--- config.mk ---
export PLATFORM = sky130hd
export DESIGN_NAME = can_mode_filter_ctrl
export DESIGN_NICKNAME = d
export VERILOG_FILES = /design/src/core/can_mode_filter_pkg.sv /design/src/core/can_mode_filter_ctrl.sv /design/src/core/stream_buffer.sv
export VERILOG_INCLUDE_DIRS = /design/src /design/src/core
export SDC_FILE = /design/constraint.sdc
export NUM_CORES = 1
export LEC_CHECK = 0
export BUFFER_PORTS_ARGS = -buffer_cell sky130_fd_sc_hd__buf_2
export CORE_ASPECT_RATIO = 1.25
export CORE_MARGIN = 5
export CORE_UTILIZATION = 45
export DETAILED_ROUTE_END_ITERATION = 12
export HOLD_SLACK_MARGIN = 0.1
export MAX_ROUTING_LAYER = met4
export PLACE_DENSITY = 0.64
export SYNTH_ARGS = -nofsm -noshare
export SYNTH_HDL_FRONTEND = slang
export SYNTH_SLANG_ARGS = --single-unit
--- constraint.sdc ---
create_clock -name pclk -period 4 [get_ports pclk]
set_input_delay 0.4 -clock pclk [delete_from_list [all_inputs] [get_ports pclk]]
set_output_delay 0.4 -clock pclk [all_outputs]
set_load 0.1 [all_outputs]
--- src/core/can_mode_filter_defines.svh ---
// Contract
// - A software write of one to the abort request drives the abort to every transmit buffer, and the block clears the bit once all of them report idle.
// - The three-bit mode request selects normal 000, disable 001, loopback 010, listen only 011, configuration 100 or listen all 111; 101 and 110 are reserved.
// - The read-only mode status shows the mode actually in force, coded like the mode request.
// - After reset both the mode request and the mode status hold 100, configuration mode.
// - With capture enabled the timer value is stored with each accepted message; with it off the timer stops and no value is captured.
// - The module on bit enables the module; after it is cleared the block may finish the current frame before it stops.
// - With stop in idle set the block halts while the system is idle, and otherwise it keeps running.
// - Each acceptance filter has its own enable bit, one to activate it and zero to deactivate it.
// - Each filter's two-bit mask select picks acceptance mask 0 to 3.
// - Each filter's five-bit FIFO select names receive FIFO 0 to 31 for a matching message.
// - A filter byte holds enable at bit 7, mask select at bits 6 to 5 and FIFO select at bits 4 to 0, four filters to a word, lowest filter in the low byte.
// - A filter's control fields change only while that filter's enable is zero.
// - The abort request is set by software only, cleared by hardware only, and reads zero after reset.
`ifndef CAN_MODE_FILTER_DEFINES_SVH
`define CAN_MODE_FILTER_DEFINES_SVH

// ==========================================================================
// Register offsets
`define ADDR_MODULE_CONTROL 12'h000
`define ADDR_FILTER_CONTROL_ONE 12'h004
`define ADDR_FILTER_CONTROL_FOUR 12'h008

// ==========================================================================
// Module control fields
`define CTL_ABORT_BIT 27
`define CTL_REQ_LSB 24
`define CTL_STAT_LSB 21
`define CTL_CAP_BIT 20
`define CTL_ON_BIT 15
`define CTL_STOP_IN_IDLE_BIT 13
`define CTL_BUSY_BIT 11

// ==========================================================================
// Mode codes
`define MODE_NORMAL 3'h0
`define MODE_DISABLE 3'h1
`define MODE_LOOPBACK 3'h2
`define MODE_LISTEN_ONLY 3'h3
`define MODE_CONFIG 3'h4
`define MODE_RESERVED_A 3'h5
`define MODE_RESERVED_B 3'h6
`define MODE_LISTEN_ALL 3'h7

// ==========================================================================
// Filter byte layout and reset values
`define FLT_EN_BIT 7
`define FLT_BYTE_WIDTH 8
`define FLT_PER_WORD 4
`define FLT_RESET 8'h00
`define TIMER_RESET 16'h0000

`endif

--- src/core/can_mode_filter_pkg.sv ---
`default_nettype none
package can_mode_filter_pkg;

   // ========================================================================
   // Control state
   typedef enum logic [2:0] {
      CTL_OFF = 3'b001,
      CTL_RUN = 3'b010,
      CTL_CHANGE = 3'b100
   } ctl_state_e;

   // ========================================================================
   // One filter control byte, enable in the top bit
   typedef struct packed {
      logic filter_enable;
      logic [1:0] filter_mask_select;
      logic [4:0] filter_fifo_select;
   } filter_byte_s;

   // ========================================================================
   // Accepted message handed to the receive FIFO store
   typedef struct packed {
      logic [4:0] fifo_select;
      logic [1:0] mask_select;
      logic [15:0] stamp;
      logic [31:0] data;
   } rx_rec_s;

endpackage
`default_nettype wire

--- src/core/can_mode_filter_ctrl.sv ---
`include "can_mode_filter_defines.svh"
`default_nettype none
module can_mode_filter_ctrl #(
   parameter int ADDR_WIDTH = 12,
   parameter int TIMER_WIDTH = 16,
   parameter int BUF_DEPTH = 2
) (
   input wire logic pclk,
   input wire logic presetn,
   input wire logic psel,
   input wire logic penable,
   input wire logic pwrite,
   input wire logic [ADDR_WIDTH-1:0] paddr,
   input wire logic [31:0] pwdata,
   output logic pready,
   output logic [31:0] prdata,
   output logic pslverr,
   input wire logic link_idle,
   input wire logic tx_all_idle,
   input wire logic system_idle,
   output logic tx_abort_all,
   output logic module_active,
   output logic [2:0] mode_status,
   input wire logic rx_valid,
   output logic rx_ready,
   input wire logic [2:0] rx_filter,
   input wire logic [31:0] rx_data,
   output logic fifo_valid,
   input wire logic fifo_ready,
   output can_mode_filter_pkg::rx_rec_s fifo_rec
);
   localparam int NUM_FILTERS = 2 * `FLT_PER_WORD;

   // =======================================================================
   // State
   typedef struct packed {
      can_mode_filter_pkg::ctl_state_e state;
      logic abort_all_tx_request;
      logic [2:0] mode_request;
      logic [2:0] mode_status;
      logic rx_timestamp_capture_enable;
      logic module_on;
      logic stop_in_idle;
      logic module_busy_flag;
      logic halted;
      can_mode_filter_pkg::filter_byte_s [NUM_FILTERS-1:0] filter;
      logic [TIMER_WIDTH-1:0] rx_timestamp_timer;
      logic pready;
      logic pslverr;
      logic [31:0] prdata;
   } state_s;

   localparam state_s RESET_STATE = '{
      state: can_mode_filter_pkg::CTL_OFF,
      abort_all_tx_request: 1'b0,
      mode_request: `MODE_CONFIG,
      mode_status: `MODE_CONFIG,
      rx_timestamp_capture_enable: 1'b0,
      module_on: 1'b0,
      stop_in_idle: 1'b0,
      module_busy_flag: 1'b0,
      halted: 1'b0,
      filter: {NUM_FILTERS{`FLT_RESET}},
      rx_timestamp_timer: TIMER_WIDTH'(`TIMER_RESET),
      pready: 1'b0,
      pslverr: 1'b0,
      prdata: 32'h0000_0000
   };

   state_s r;
   state_s next_r;

   logic access_wait;
   logic commit;
   logic hit_ctl;
   logic hit_f1;
   logic hit_f4;
   logic wr_ctl;
   logic wr_f1;
   logic wr_f4;
   logic abort_set;
   logic req_reserved;
   logic accepting;
   logic buf_in_valid;
   logic buf_in_ready;
   can_mode_filter_pkg::rx_rec_s buf_in_rec;
   can_mode_filter_pkg::filter_byte_s hit_filter;

   // =======================================================================
   // Bus decode
   // The first access cycle is a wait cycle that registers the answer, so
   // pready, prdata and pslverr all come from flip-flops.
   assign access_wait = psel & penable & ~r.pready;
   assign commit = psel & penable & r.pready;
   assign hit_ctl = paddr == `ADDR_MODULE_CONTROL;
   assign hit_f1 = paddr == `ADDR_FILTER_CONTROL_ONE;
   assign hit_f4 = paddr == `ADDR_FILTER_CONTROL_FOUR;
   assign wr_ctl = commit & pwrite & hit_ctl;
   assign wr_f1 = commit & pwrite & hit_f1;
   assign wr_f4 = commit & pwrite & hit_f4;
   assign abort_set = wr_ctl & pwdata[`CTL_ABORT_BIT];
   assign req_reserved = (r.mode_request == `MODE_RESERVED_A) |
      (r.mode_request == `MODE_RESERVED_B);

   // =======================================================================
   // Receive path
   assign hit_filter = r.filter[rx_filter];
   assign accepting = (r.state != can_mode_filter_pkg::CTL_OFF) &
      r.module_on & ~r.halted &
      (r.mode_status != `MODE_CONFIG) & (r.mode_status != `MODE_DISABLE);
   // Messages for a disabled filter or an inactive module are consumed
   // and dropped, but only while the buffer has room; the sender stalls while it is full.
   assign buf_in_valid = rx_valid & buf_in_ready & accepting &
      hit_filter.filter_enable;
   always_comb begin
      buf_in_rec.fifo_select = hit_filter.filter_fifo_select;
      buf_in_rec.mask_select = hit_filter.filter_mask_select;
      buf_in_rec.stamp = r.rx_timestamp_capture_enable ?
         16'(r.rx_timestamp_timer) : 16'h0000;
      buf_in_rec.data = rx_data;
   end

   // =======================================================================
   // Next state
   always_comb begin
      logic [31:0] rd;
      logic [7:0] wbyte;
      logic wsel;
      rd = 32'h0000_0000;
      wbyte = 8'h00;
      wsel = 1'b0;
      next_r = r;

      // Register read image.
      if (hit_ctl) begin
         rd[`CTL_ABORT_BIT] = r.abort_all_tx_request;
         rd[`CTL_REQ_LSB+:3] = r.mode_request;
         rd[`CTL_STAT_LSB+:3] = r.mode_status;
         rd[`CTL_CAP_BIT] = r.rx_timestamp_capture_enable;
         rd[`CTL_ON_BIT] = r.module_on;
         rd[`CTL_STOP_IN_IDLE_BIT] = r.stop_in_idle;
         rd[`CTL_BUSY_BIT] = r.module_busy_flag;
      end else if (hit_f1) begin
         rd = r.filter[`FLT_PER_WORD-1:0];
      end else if (hit_f4) begin
         rd = r.filter[NUM_FILTERS-1:`FLT_PER_WORD];
      end
      next_r.pready = access_wait;
      next_r.pslverr = access_wait & ~(hit_ctl | hit_f1 | hit_f4);
      next_r.prdata = (access_wait & ~pwrite) ? rd : 32'h0000_0000;

      // Abort is cleared by hardware once the transmitters are idle; a new
      // request in the same cycle wins over the clear.
      if (r.abort_all_tx_request & tx_all_idle) begin
         next_r.abort_all_tx_request = 1'b0;
      end
      if (abort_set) begin
         next_r.abort_all_tx_request = 1'b1;
      end

      if (wr_ctl) begin
         next_r.mode_request = pwdata[`CTL_REQ_LSB+:3];
         next_r.rx_timestamp_capture_enable = pwdata[`CTL_CAP_BIT];
         next_r.module_on = pwdata[`CTL_ON_BIT];
         next_r.stop_in_idle = pwdata[`CTL_STOP_IN_IDLE_BIT];
      end

      // Filter bytes: enable is always writable, fields only while off.
      for (int i = 0; i < NUM_FILTERS; i++) begin
         wsel = (i < `FLT_PER_WORD) ? wr_f1 : wr_f4;
         wbyte = pwdata[(i % `FLT_PER_WORD) * `FLT_BYTE_WIDTH +:
            `FLT_BYTE_WIDTH];
         if (wsel) begin
            next_r.filter[i].filter_enable = wbyte[`FLT_EN_BIT];
            if (!r.filter[i].filter_enable) begin
               next_r.filter[i].filter_mask_select = wbyte[6:5];
               next_r.filter[i].filter_fifo_select = wbyte[4:0];
            end
         end
      end

      next_r.halted = r.stop_in_idle & system_idle;

      // The timer only runs while capture is on and the module is awake.
      if (r.rx_timestamp_capture_enable & r.module_busy_flag &
          ~r.halted) begin
         next_r.rx_timestamp_timer = r.rx_timestamp_timer +
            TIMER_WIDTH'(1);
      end

      // Mode and enable sequencing; mode changes and switching off wait for a quiet link.
      unique case (r.state)
         can_mode_filter_pkg::CTL_OFF: begin
            if (r.module_on) begin
               next_r.state = can_mode_filter_pkg::CTL_RUN;
            end
         end
         can_mode_filter_pkg::CTL_RUN: begin
            if (!r.module_on && link_idle) begin
               next_r.state = can_mode_filter_pkg::CTL_OFF;
            end else if (r.module_on && !req_reserved &&
                         r.mode_request != r.mode_status) begin
               next_r.state = can_mode_filter_pkg::CTL_CHANGE;
            end
         end
         can_mode_filter_pkg::CTL_CHANGE: begin
            if (link_idle) begin
               if (!req_reserved) begin
                  next_r.mode_status = r.mode_request;
               end
               next_r.state = can_mode_filter_pkg::CTL_RUN;
            end
         end
      endcase
      next_r.module_busy_flag =
         next_r.state != can_mode_filter_pkg::CTL_OFF;
   end

   always_ff @(posedge pclk or negedge presetn) begin
      if (!presetn) begin
         r <= RESET_STATE;
      end else begin
         r <= next_r;
      end
   end

   // =======================================================================
   // Message buffer
   stream_buffer #(
      .WIDTH($bits(can_mode_filter_pkg::rx_rec_s)),
      .DEPTH(BUF_DEPTH)
   ) stream_buffer_inst (
      .pclk(pclk),
      .presetn(presetn),
      .in_valid(buf_in_valid),
      .in_data(buf_in_rec),
      .in_ready(buf_in_ready),
      .out_valid(fifo_valid),
      .out_data(fifo_rec),
      .out_ready(fifo_ready)
   );

   // =======================================================================
   // Outputs
   assign pready = r.pready;
   assign prdata = r.prdata;
   assign pslverr = r.pslverr;
   assign tx_abort_all = r.abort_all_tx_request;
   assign module_active = r.module_busy_flag;
   assign mode_status = r.mode_status;
   assign rx_ready = buf_in_ready;
endmodule
`default_nettype wire

--- src/core/stream_buffer.sv ---
`default_nettype none
module stream_buffer #(
   parameter int WIDTH = 8,
   parameter int DEPTH = 2
) (
   input wire logic pclk,
   input wire logic presetn,
   input wire logic in_valid,
   input wire logic [WIDTH-1:0] in_data,
   output logic in_ready,
   output logic out_valid,
   output logic [WIDTH-1:0] out_data,
   input wire logic out_ready
);
   localparam int CW = $clog2(DEPTH + 1);
   localparam logic [CW-1:0] FULL = CW'(DEPTH);

   typedef struct packed {
      logic [DEPTH-1:0][WIDTH-1:0] slot;
      logic [CW-1:0] count;
      logic in_ready;
      logic out_valid;
   } state_s;

   localparam state_s RESET_STATE = '{slot: '0, count: '0,
      in_ready: 1'b1, out_valid: 1'b0};

   state_s r;
   state_s next_r;

   // Slot 0 is the head; a pop shifts the rest down one place.
   always_comb begin
      logic push;
      logic pop;
      logic [CW-1:0] idx;
      push = in_valid & r.in_ready;
      pop = r.out_valid & out_ready;
      next_r = r;
      idx = r.count;
      if (pop) begin
         for (int i = 0; i < DEPTH - 1; i++) begin
            next_r.slot[i] = r.slot[i+1];
         end
         idx = r.count - CW'(1);
      end
      if (push) begin
         next_r.slot[idx] = in_data;
      end
      next_r.count = r.count + CW'(push) - CW'(pop);
      next_r.in_ready = next_r.count != FULL;
      next_r.out_valid = next_r.count != '0;
   end

   always_ff @(posedge pclk or negedge presetn) begin
      if (!presetn) begin
         r <= RESET_STATE;
      end else begin
         r <= next_r;
      end
   end

   assign in_ready = r.in_ready;
   assign out_valid = r.out_valid;
   assign out_data = r.slot[0];

endmodule
`default_nettype wire

After elaboration in Yosys (flattened, before gate mapping)
Cells that the tools add are included.
{ "word_totals": {"reg_bits": 243, "inputBits": 89, "word_cells": 147} }
{ "classes": {"mux": 28, "n_reduce_logical": 18, "bitwise_logic": 39, "addsub": 4, "n_eq_ne": 13, "order_cmp": 3} }
{ "op_table": {"columns": ["operator", "n"], "rows": [
  ["two-way mux 55 bit", 3],
  ["bitwise mux 110 bit", 1],
  ["two-way mux 32 bit", 3],
  ["demux 55 bit (select 1 bit)", 1],
  ["binary-select mux 8 bit (select 3 bit)", 1],
  ["bitwise AND 1 bit", 23],
  ["adder 16 x 1 -> 16 bit, second input constant", 1],
  ["two-way mux 16 bit", 1],
  ["two-way mux 8 bit", 2],
  ["AND reduction 2 bit", 8],
  ["NOT 1 bit", 13],
  ["equality test 12 x 3 -> 1 bit, second input constant", 1],
  ["equality test 12 x 4 -> 1 bit, second input constant", 1],
  ["zero test 12 bit", 1],
  ["two-way mux 3 bit", 4],
  ["two-way mux 11 bit", 1],
  ["equality test 3 bit, second input constant", 3],
  ["!= test 3 x 1 -> 1 bit, second input constant", 3],
  ["one-hot mux 3 bit (3 select lines)", 1],
  ["two-way mux 4 bit", 2],
  ["two-way mux 1 bit", 7],
  ["logical AND 1 bit", 4],
  ["< comparator 3 x 4 -> 1 bit, second input constant", 1],
  ["nonzero test 2 bit", 2],
  ["14 further kinds", 17]
]} }

Logic depth before layout (Yosys ltp)
Gate-level depths: netlist (run 1).
{ "depth": {"depth_word": 11, "ltp_mapped": 12, "depth_no_buf": 8} }

Modules after synthesis
From an unflattened synthesis (run 1), not the netlist that was laid out.
{ "unflattened": {"cells_unflattened": 857, "hier_area_um2": 11651.2} }
{ "by_module_without_submodules": {"columns": ["mod", "instances", "cells_per_inst", "seq_area_each_um2", "area_per_inst_um2"], "rows": [
  ["can_mode_filter_ctrl", 1, 493, 3231.8, 6281.0],
  ["stream_buffer", 1, 364, 2854.0, 5370.2]
]} }

Worst setup path before layout (run 1)
Ideal clock, no wire load.
{ "synth_timing": {"path_type": "register to register", "start": "register stream_buffer_inst.r (netlist bit stream_buffer_inst.out_valid)", "end": "register stream_buffer_inst.r (netlist bit stream_buffer_inst.out_data[10])", "arrival_ns": 3.601, "path_buffers": 5, "path_stages_with_launch": 12, "setup_ns": 0.125, "slack_ns": 0.274, "cell_sequence": "dfrtp_1 > nand2_1 > buf_1 > buf_2 > buf_1 > inv_1 > ha_1 > o31ai_1 > or4_1 > buf_6 > buf_8 > mux2_4"} }
{ "synth_rtl": {"columns": ["element", "line_no", "text"], "rows": [
  ["from (decl)", "stream_buffer.sv:28", "state_s r;"],
  ["from (signal assigned)", "stream_buffer.sv:58", "r <= next_r;"]
]} }

==> results.json, run 1 <==
{
  "outcome": "finished clean",
  "drc": 0,
  "finalSetupViolations": 0,
  "hold_path_class": "in2reg",
  "grt_pass1_vias": 7381,
  "fmax_mhz": 393,
  "required_ns": 4.40,
  "maxCapViolations": 0,
  "areaGrowthSynthToFinish_pct": 12.7,
  "fin_setup_tns_ns": 0,
  "core_um2": 25400,
  "yosysMostFrequentCell": "dfrtp_1",
  "rsz0062_at_grt": "false",
  "antenna_found_initial": 0,
  "synth_fp_nets": 974,
  "final_layout_size_suffix_gt1_share_pct": 43.4,
  "end_kind": "flip-flop",
  "syn_avg_cell_area_um2": 13.2,
  "grt_usage_pct": 18.1,
  "ys_top_cells_by_count": "dfrtp_1 (239), mux2_2 (137), buf_4 (95)",
  "postCtsResizedCells": 0,
  "synth_area_um2": 11600,
  "cts.path.max_buffers": 3,
  "async_reset_ff_share_pct": 100,
  "cts_root_buffer": "clkbuf_16",
  "dpl-instance-area_um2": 12200,
  "synth_edf_count": 0,
  "grt_first_pass_wirelength_mm": 41.5,
  "power.density_nw_per_um2": 420,
  "top_level_ports": 185,
  "first_pass_iters": 5,
  "finalClockSkew_ns": 0.0140,
  "ys_ff_latch": 243,
  "synth.yosys.seq_area_share_pct": 52.3,
  "final-seq-area_um2": 6090,
  "cp_max_fo": 34,
  "start_util_pct": 45.8,
  "via_per_inst": 5.26,
  "cts.sinks": 243,
  "dieArea_um2": 29200,
  "antenna_left": 0,
  "hold_viol": 0,
  "post_cts_buffers": 0,
  "overflow": 0,
  "met2_usage_pct": 30.6,
  "synth_area_leaders": "dfrtp_1 (51%), mux2_2 (13%), mux2i_1 (6.6%), buf_4 (6.1%), mux2_4 (3.5%)",
  "die_w_um": 154,
  "p_leak_nw": 6.72,
  "relSlewSlack_pct": 34.8,
  "post-dp-hpwl_mm": 17.7,
  "place.gp.congestion": 0.822,
  "rr_startpoint": "r[81]",
  "nets": 1070,
  "synth_flop_cell": "dfrtp_1",
  "min_period_over_period_pct": 63.7,
  "grt_max_degree": 90,
  "synth_top_area_cell": "dfrtp_1",
  "clk_latency_ns": 0.52,
  "critical_path_class": "reg2reg",
  "drv_slew": 0,
  "rows": 65,
  "clkTransAtPathRegs_ns": 0.06,
  "ctsHoldBuffers": 3,
  "dieHeight_um": 190,
  "h-tree-depth": 1,
  "peakVddDrop_uv": 349,
  "grt.busiest_layer": "met2",
  "hold_start": "pwdata[1]",
  "wl_mm": 25.5,
  "use_met3_pct": 2.94,
  "cp-startpoint": "r[81]",
  "via_count": 6983,
  "port_buffers": 184,
  "critPathLaunchType": "flip-flop",
  "synth.distinct_cells": 54,
  "period_needed_ns": 2.55,
  "cts_tree": "done",
  "multiInputGateArea_um2": 4530,
  "drtIter0Drc": 314,
  "fin_util_pct": 51.6,
  "fillers": 2265,
  "tightest_slew_ns": 0.978,
  "arrival_ns": 2.95,
  "final_cell_area_um2": 13100,
  "synthCells": 882,
  "synth_top_area_share_pct": 51.4,
  "cts_buffers": 26,
  "drt-wirelength-per-cell_um": 19.2,
  "antenna_cells": 0,
  "ys_warn_count": 0,
  "use_met1_pct": 22.7
}
[worst max-delay path, stage by stage (launching register included)]
cell and delay (ns):
dfrtp_1 0.42, mux4_1 0.52, mux2i_1 0.28, or4_4 0.61, buf_4 0.27, mux2_4 0.30
[layer usage]
metal  part of all wire [%]  wire, µm
met1                     41     10500
met2                     51     13000
met3                    5.1      1310
met4                    2.5       631
met5                      0         0
[cells by family (layout without fill, tap and decap cells)]
logic type	Yosys count	in the layout	share of synthesized area [%]
multiplexers	260	260	26.8
flip-flops	243	243	52.3
buffers and inverters	166	277	8.87
AND/OR/NAND/NOR	124	124	5.52
AO/OA/AOI/OAI	64	64	4.44
XOR/XNOR	22	22	1.66
adder cells (fa/ha/maj)	3	3	0.323
[sequential cells by signal, summed over array words and instances, names as in the netlist]
signal                        cells
prdata                           32
pready                            1
mode_status                       3
stream_buffer_inst.out_data      55
r                                90
pslverr                           1
stream_buffer_inst.r             57
tx_abort_all                      1
stream_buffer_inst.in_ready       1
module_active                     1
stream_buffer_inst.out_valid      1
[cell usage in the layout (no fill, tap or decap), drive strengths merged, types with 3 or more instances in the layout]
| master | n |
|---|---|
| mux2i | 77 |
| nand2b | 6 |
| clkinv | 4 |
| nand2 | 30 |
| and4 | 3 |
| a22oi | 23 |
| clkbuf | 37 |
| nor2 | 36 |
| inv | 34 |
| dfstp | 4 |
| buf | 198 |
| nor2b | 13 |
| ha | 3 |
| dfrtp | 239 |
| o311a | 11 |
| o21ai | 3 |
| xor2 | 8 |
| nand4 | 5 |
| and3 | 3 |
| mux2 | 167 |
| nand3 | 7 |
| nor3 | 6 |
| nor4 | 6 |
| xnor2 | 14 |
| dlygate4sd3 | 3 |
| mux4 | 16 |
| o2bb2ai | 11 |
[worst paths after layout]
check                                                  endpoint  slack [ns]  cells past startpoint
worst max-delay path            stream_buffer_inst.out_data[21]        1.45                      5
min in group asynchronous                            prdata[15]        0.45                      2
worst min-delay path                                      r[83]        0.12                      2
worst min register to register                            r[49]        0.48                      1
worst max register to register  stream_buffer_inst.out_data[21]        1.45                      5
max in group asynchronous                                 r[65]        2.46                      3
[through the flow]
step / std cells / total power, mW / hold slack, ns / setup slack [ns]
floorplan: 882 / 2.97 / 0.104 / 0.274
global placement: 1282 / 3.17 / 0.436 / 1.27
detailed placement: 1282 / 3.17 / 0.434 / 1.23
CTS: 1328 / 5.58 / 0.102 / 1.41
global route: 1328 / 5.73 / 0.106 / 1.30
finish: 1328 / 5.50 / 0.120 / 1.45
[power breakdown]
| group | total (mW) | leakage, nW | switching [mW] | internal, mW |
|---|---|---|---|---|
| Clock | 2.38 | 0.428 | 0.947 | 1.43 |
| Sequential | 2.56 | 3.13 | 0.0555 | 2.51 |
| Combinational | 0.556 | 3.16 | 0.372 | 0.184 |
| Total | 5.50 | 6.72 | 1.37 | 4.12 |
[cell type report]
class	instances	area share (%)
clock buffer	37	6.05
clock inverter	6	0.468
inverter	33	0.945
multi-input combinational	473	34.6
sequential	243	46.5
tap	335	3.20
timing repair buffer	201	8.33
Note: power is estimated with default switching activity, not from simulation.
==> run 2: changes to the inputs <==
--- a/config.mk
+++ b/config.mk
@@ -6,6 +6,7 @@
 export SDC_FILE = /design/constraint.sdc
 export NUM_CORES = 1
 export LEC_CHECK = 0
+export ABC_AREA = 1
 export BUFFER_PORTS_ARGS = -buffer_cell sky130_fd_sc_hd__buf_2
 export CORE_ASPECT_RATIO = 1.25
 export CORE_MARGIN = 5
@@ -13,7 +14,7 @@
 export DETAILED_ROUTE_END_ITERATION = 12
 export HOLD_SLACK_MARGIN = 0.1
 export MAX_ROUTING_LAYER = met4
-export PLACE_DENSITY = 0.64
+export PLACE_DENSITY = 0.63
 export SYNTH_ARGS = -nofsm -noshare
 export SYNTH_HDL_FRONTEND = slang
 export SYNTH_SLANG_ARGS = --single-unit
==> constraint.sdc (replaced) <==
create_clock -name pclk -period 2.4 [get_ports pclk]
set_input_delay 0.24 -clock pclk [delete_from_list [all_inputs] [get_ports pclk]]
set_output_delay 0.24 -clock pclk [all_outputs]
set_load 0.1 [all_outputs]
==> run 2 against run 1 <==
Net effect: sequential power rose by 98%; worst hold slack better by 0.019 ns; non-clock buffer count increased by 99; first-iteration DRC count grew to 2.9 times the previous value; global-route usage grew 4.9 points; largest power group is now combinational cells; highest routed layer unchanged.
==> results.json, run 2 <==
{
  "cts.path.max_buffers": 3,
  "wl_mm": 36.4,
  "synth_area_um2": 13000,
  "synth_top_family_by_area": "simple AND/OR/NAND/NOR gates",
  "dieHeight_um": 200,
  "finalNonFillerCells": 2322,
  "core_um2": 28500,
  "total_power_mw": 15.6,
  "grt_pass1_vias": 11500,
  "largest_reg_flops": 90,
  "fin_util_pct": 54.0,
  "via_count": 11700,
  "p_comb_share_pct": 39.8,
  "drt-wirelength-per-cell_um": 15.7,
  "relSlewSlack_pct": 47.2,
  "p_sw_mw": 6.79,
  "outcome": "finished clean",
  "cp_max_fo": 11,
  "antenna_found_initial": 2,
  "nets": 2037,
  "cts_tree": "done",
  "via_per_inst": 5.04,
  "synthCells": 1797,
  "ys_warn_count": 0,
  "arrival_ns": 2.56,
  "port_buffers": 184,
  "grt_max_degree": 87,
  "synth_fp_nets": 1889,
  "grt_first_pass_wirelength_mm": 59.4,
  "grt_usage_pct": 23.0,
  "cts_root_buffer": "clkbuf_16",
  "min_period_over_period_pct": 87.5,
  "seqPwrFrac_pct": 32.5,
  "tightest_slew_ns": 0.788,
  "top_level_ports": 185,
  "hold_viol": 0,
  "h-tree-depth": 1,
  "peakVddDrop_uv": 734,
  "ys_top_cells_by_count": "nand2_1 (852), dfrtp_1 (239), nand3_1 (165)",
  "p_int_mw": 8.85,
  "required_ns": 2.86,
  "clk_latency_ns": 0.53,
  "final_layout_size_suffix_gt1_share_pct": 15.2,
  "layout_common_cells": "nand2_1 (850), dfrtp_1 (238), buf_2 (183)",
  "postCtsResizedCells": 0,
  "critical-path-slowest-cell": "nor2_1",
  "dieArea_um2": 32400,
  "post-dp-hpwl_mm": 24.2,
  "overflow": 0,
  "async_reset_ff_share_pct": 100,
  "p_leak_nw": 8.43,
  "period_needed_ns": 2.10,
  "grt.busiest_layer": "met2",
  "final_common_cell": "nand2_1",
  "rows": 69,
  "met2_usage_pct": 39.6,
  "critPathLaunchType": "flip-flop",
  "p_sw_share_pct": 43.4,
  "antenna_left": 0,
  "finalClockSkew_ns": 0.0137,
  "syn_avg_cell_area_um2": 7.23,
  "power.density_nw_per_um2": 1020,
  "fin_setup_tns_ns": 0,
  "synth_edf_count": 0,
  "synth_simple_gate_area_share_pct": 34.8,
  "drtIter0Drc": 909,
  "yosys.area_share.adder_pct": 0.289,
  "start_util_pct": 45.6,
  "clockPowerShare_pct": 27.7,
  "synth_compound_area_share_pct": 4.67,
  "cts.sinks": 243,
  "post_cts_buffers": 0,
  "synth.distinct_cells": 32,
  "synth_top_area_cell": "dfrtp_1",
  "place.gp.congestion": 0.880,
  "die_w_um": 162,
  "maxCapViolations": 0,
  "critical_path_class": "reg2reg",
  "first_pass_iters": 5,
  "synth_top_area_share_pct": 46.1,
  "cts_buffers": 26,
  "fillers": 2733,
  "finalSetupViolations": 0,
  "synth-xor-area-share_pct": 1.21,
  "drc": 0,
  "slowest_delay_ns": 0.60,
  "crit_chain": "nand4_1, nor2_1, nand2_1, o21ai_0, dlygate4sd3_1",
  "use_met1_pct": 29.0,
  "yosysMostFrequentCell": "nand2_1",
  "clkTransAtPathRegs_ns": 0.06,
  "end_kind": "flip-flop",
  "ctsHoldBuffers": 71,
  "fmax_mhz": 476,
  "ys_ff_latch": 243,
  "synth_flop_cell": "dfrtp_1",
  "regMostFlops": "r",
  "drv_slew": 0,
  "synth_area_leaders": "dfrtp_1 (46%), nand2_1 (25%), nand3_1 (6.4%), buf_4 (5.8%), inv_1 (3.4%)",
  "hold_path_class": "in2async",
  "rsz0062_at_grt": "false",
  "synthMuxAreaShare_pct": 0,
  "areaGrowthSynthToFinish_pct": 18.5,
  "use_met3_pct": 2.69,
  "placed_cells": 2201,
  "synth.yosys.seq_area_share_pct": 46.9
}
-- run 2: cell count changes after synthesis, moves of 22 or more --
| cell | before | now |
|---|---|---|
| a21oi_1 | 2 | 35 |
| a22oi_1 | 23 | 1 |
| buf_2 | 8 | 39 |
| inv_1 | 33 | 116 |
| mux2_2 | 137 | 0 |
| mux2_4 | 27 | 0 |
| mux2i_1 | 77 | 0 |
| nand2_1 | 30 | 852 |
| nand3_1 | 7 | 165 |
| o21ai_0 | 2 | 64 |
-- run 2: cells by family (layout without fill, tap and decap cells) --
logic type / Yosys count / count (layout)
AND/OR/NAND/NOR: 1112 / 1112
buffers and inverters: 307 / 475
flip-flops: 243 / 243
AO/OA/AOI/OAI: 114 / 114
XOR/XNOR: 18 / 18
adder cells (fa/ha/maj): 3 / 3
other: 0 / 2
-- run 2: routing by layer --
layer | share of wire, % | wire length [µm]
met1 | 43 | 15600
met4 | 2.5 | 899
met5 | 0 | 0
met3 | 5.3 | 1930
met2 | 49 | 18000
-- run 2: area by class of cell --
class                   instances  area, µm²  share of cell area [%]
flip-flops and latches        243       6090                    39.6
diodes                          2       5.00                  0.0325
multi-input cells            1247       5350                    34.8
inverters                     127        477                    3.10
clock inverters                10        158                    1.02
well taps                     355        444                    2.89
clock buffers                  38        777                    5.05
repair buffers                300       2080                    13.5
-- run 2: final timing paths --
| check | from | endpoint | slack, ns | cells after the start |
|---|---|---|---|---|
| setup reg to reg | pready | tx_abort_all | 0.30 | 5 |
| min in group pclk | pwrite | prdata[21] | 0.16 | 5 |
| max in group asynchronous | presetn | r[126] | 1.51 | 3 |
| hold / removal | presetn | stream_buffer_inst.r[71] | 0.14 | 2 |
| setup / recovery | pready | tx_abort_all | 0.30 | 5 |
| hold reg to reg | stream_buffer_inst.r[71] | stream_buffer_inst.r[71] | 0.47 | 2 |
-- run 2: power groups by stage --
stage | sequential [mW] | clock (mW) | combinational [mW]
after floorplan | 5.18 | 0 | 5.04
after global placement | 5.13 | 0 | 6.12
after detailed placement | 5.15 | 0 | 6.20
after CTS | 5.08 | 4.42 | 6.31
after global routing | 5.16 | 4.59 | 6.81
final | 5.08 | 4.32 | 6.23
-- run 2: worst max-delay path, delay by kind of cell (launching register included) --
kind	cells	cell delay [ns]
AOI/OAI and AO/OA	1	0.10
buffers and inverters	1	0.57
and+or+nand+nor	3	0.97
DFF	1	0.39
-- run 2: stage by stage --
stage / hold slack (ns) / instance area, µm² / worst slack, ns
after global routing: 0.139 / 15400 / 0.0737
after global placement: 0.0910 / 13700 / 0.383
after floorplan: -0.0556 / 13000 / 0.00903
after detailed placement: 0.0914 / 13700 / 0.345
final: 0.139 / 15400 / 0.301
after CTS: 0.123 / 15400 / 0.335
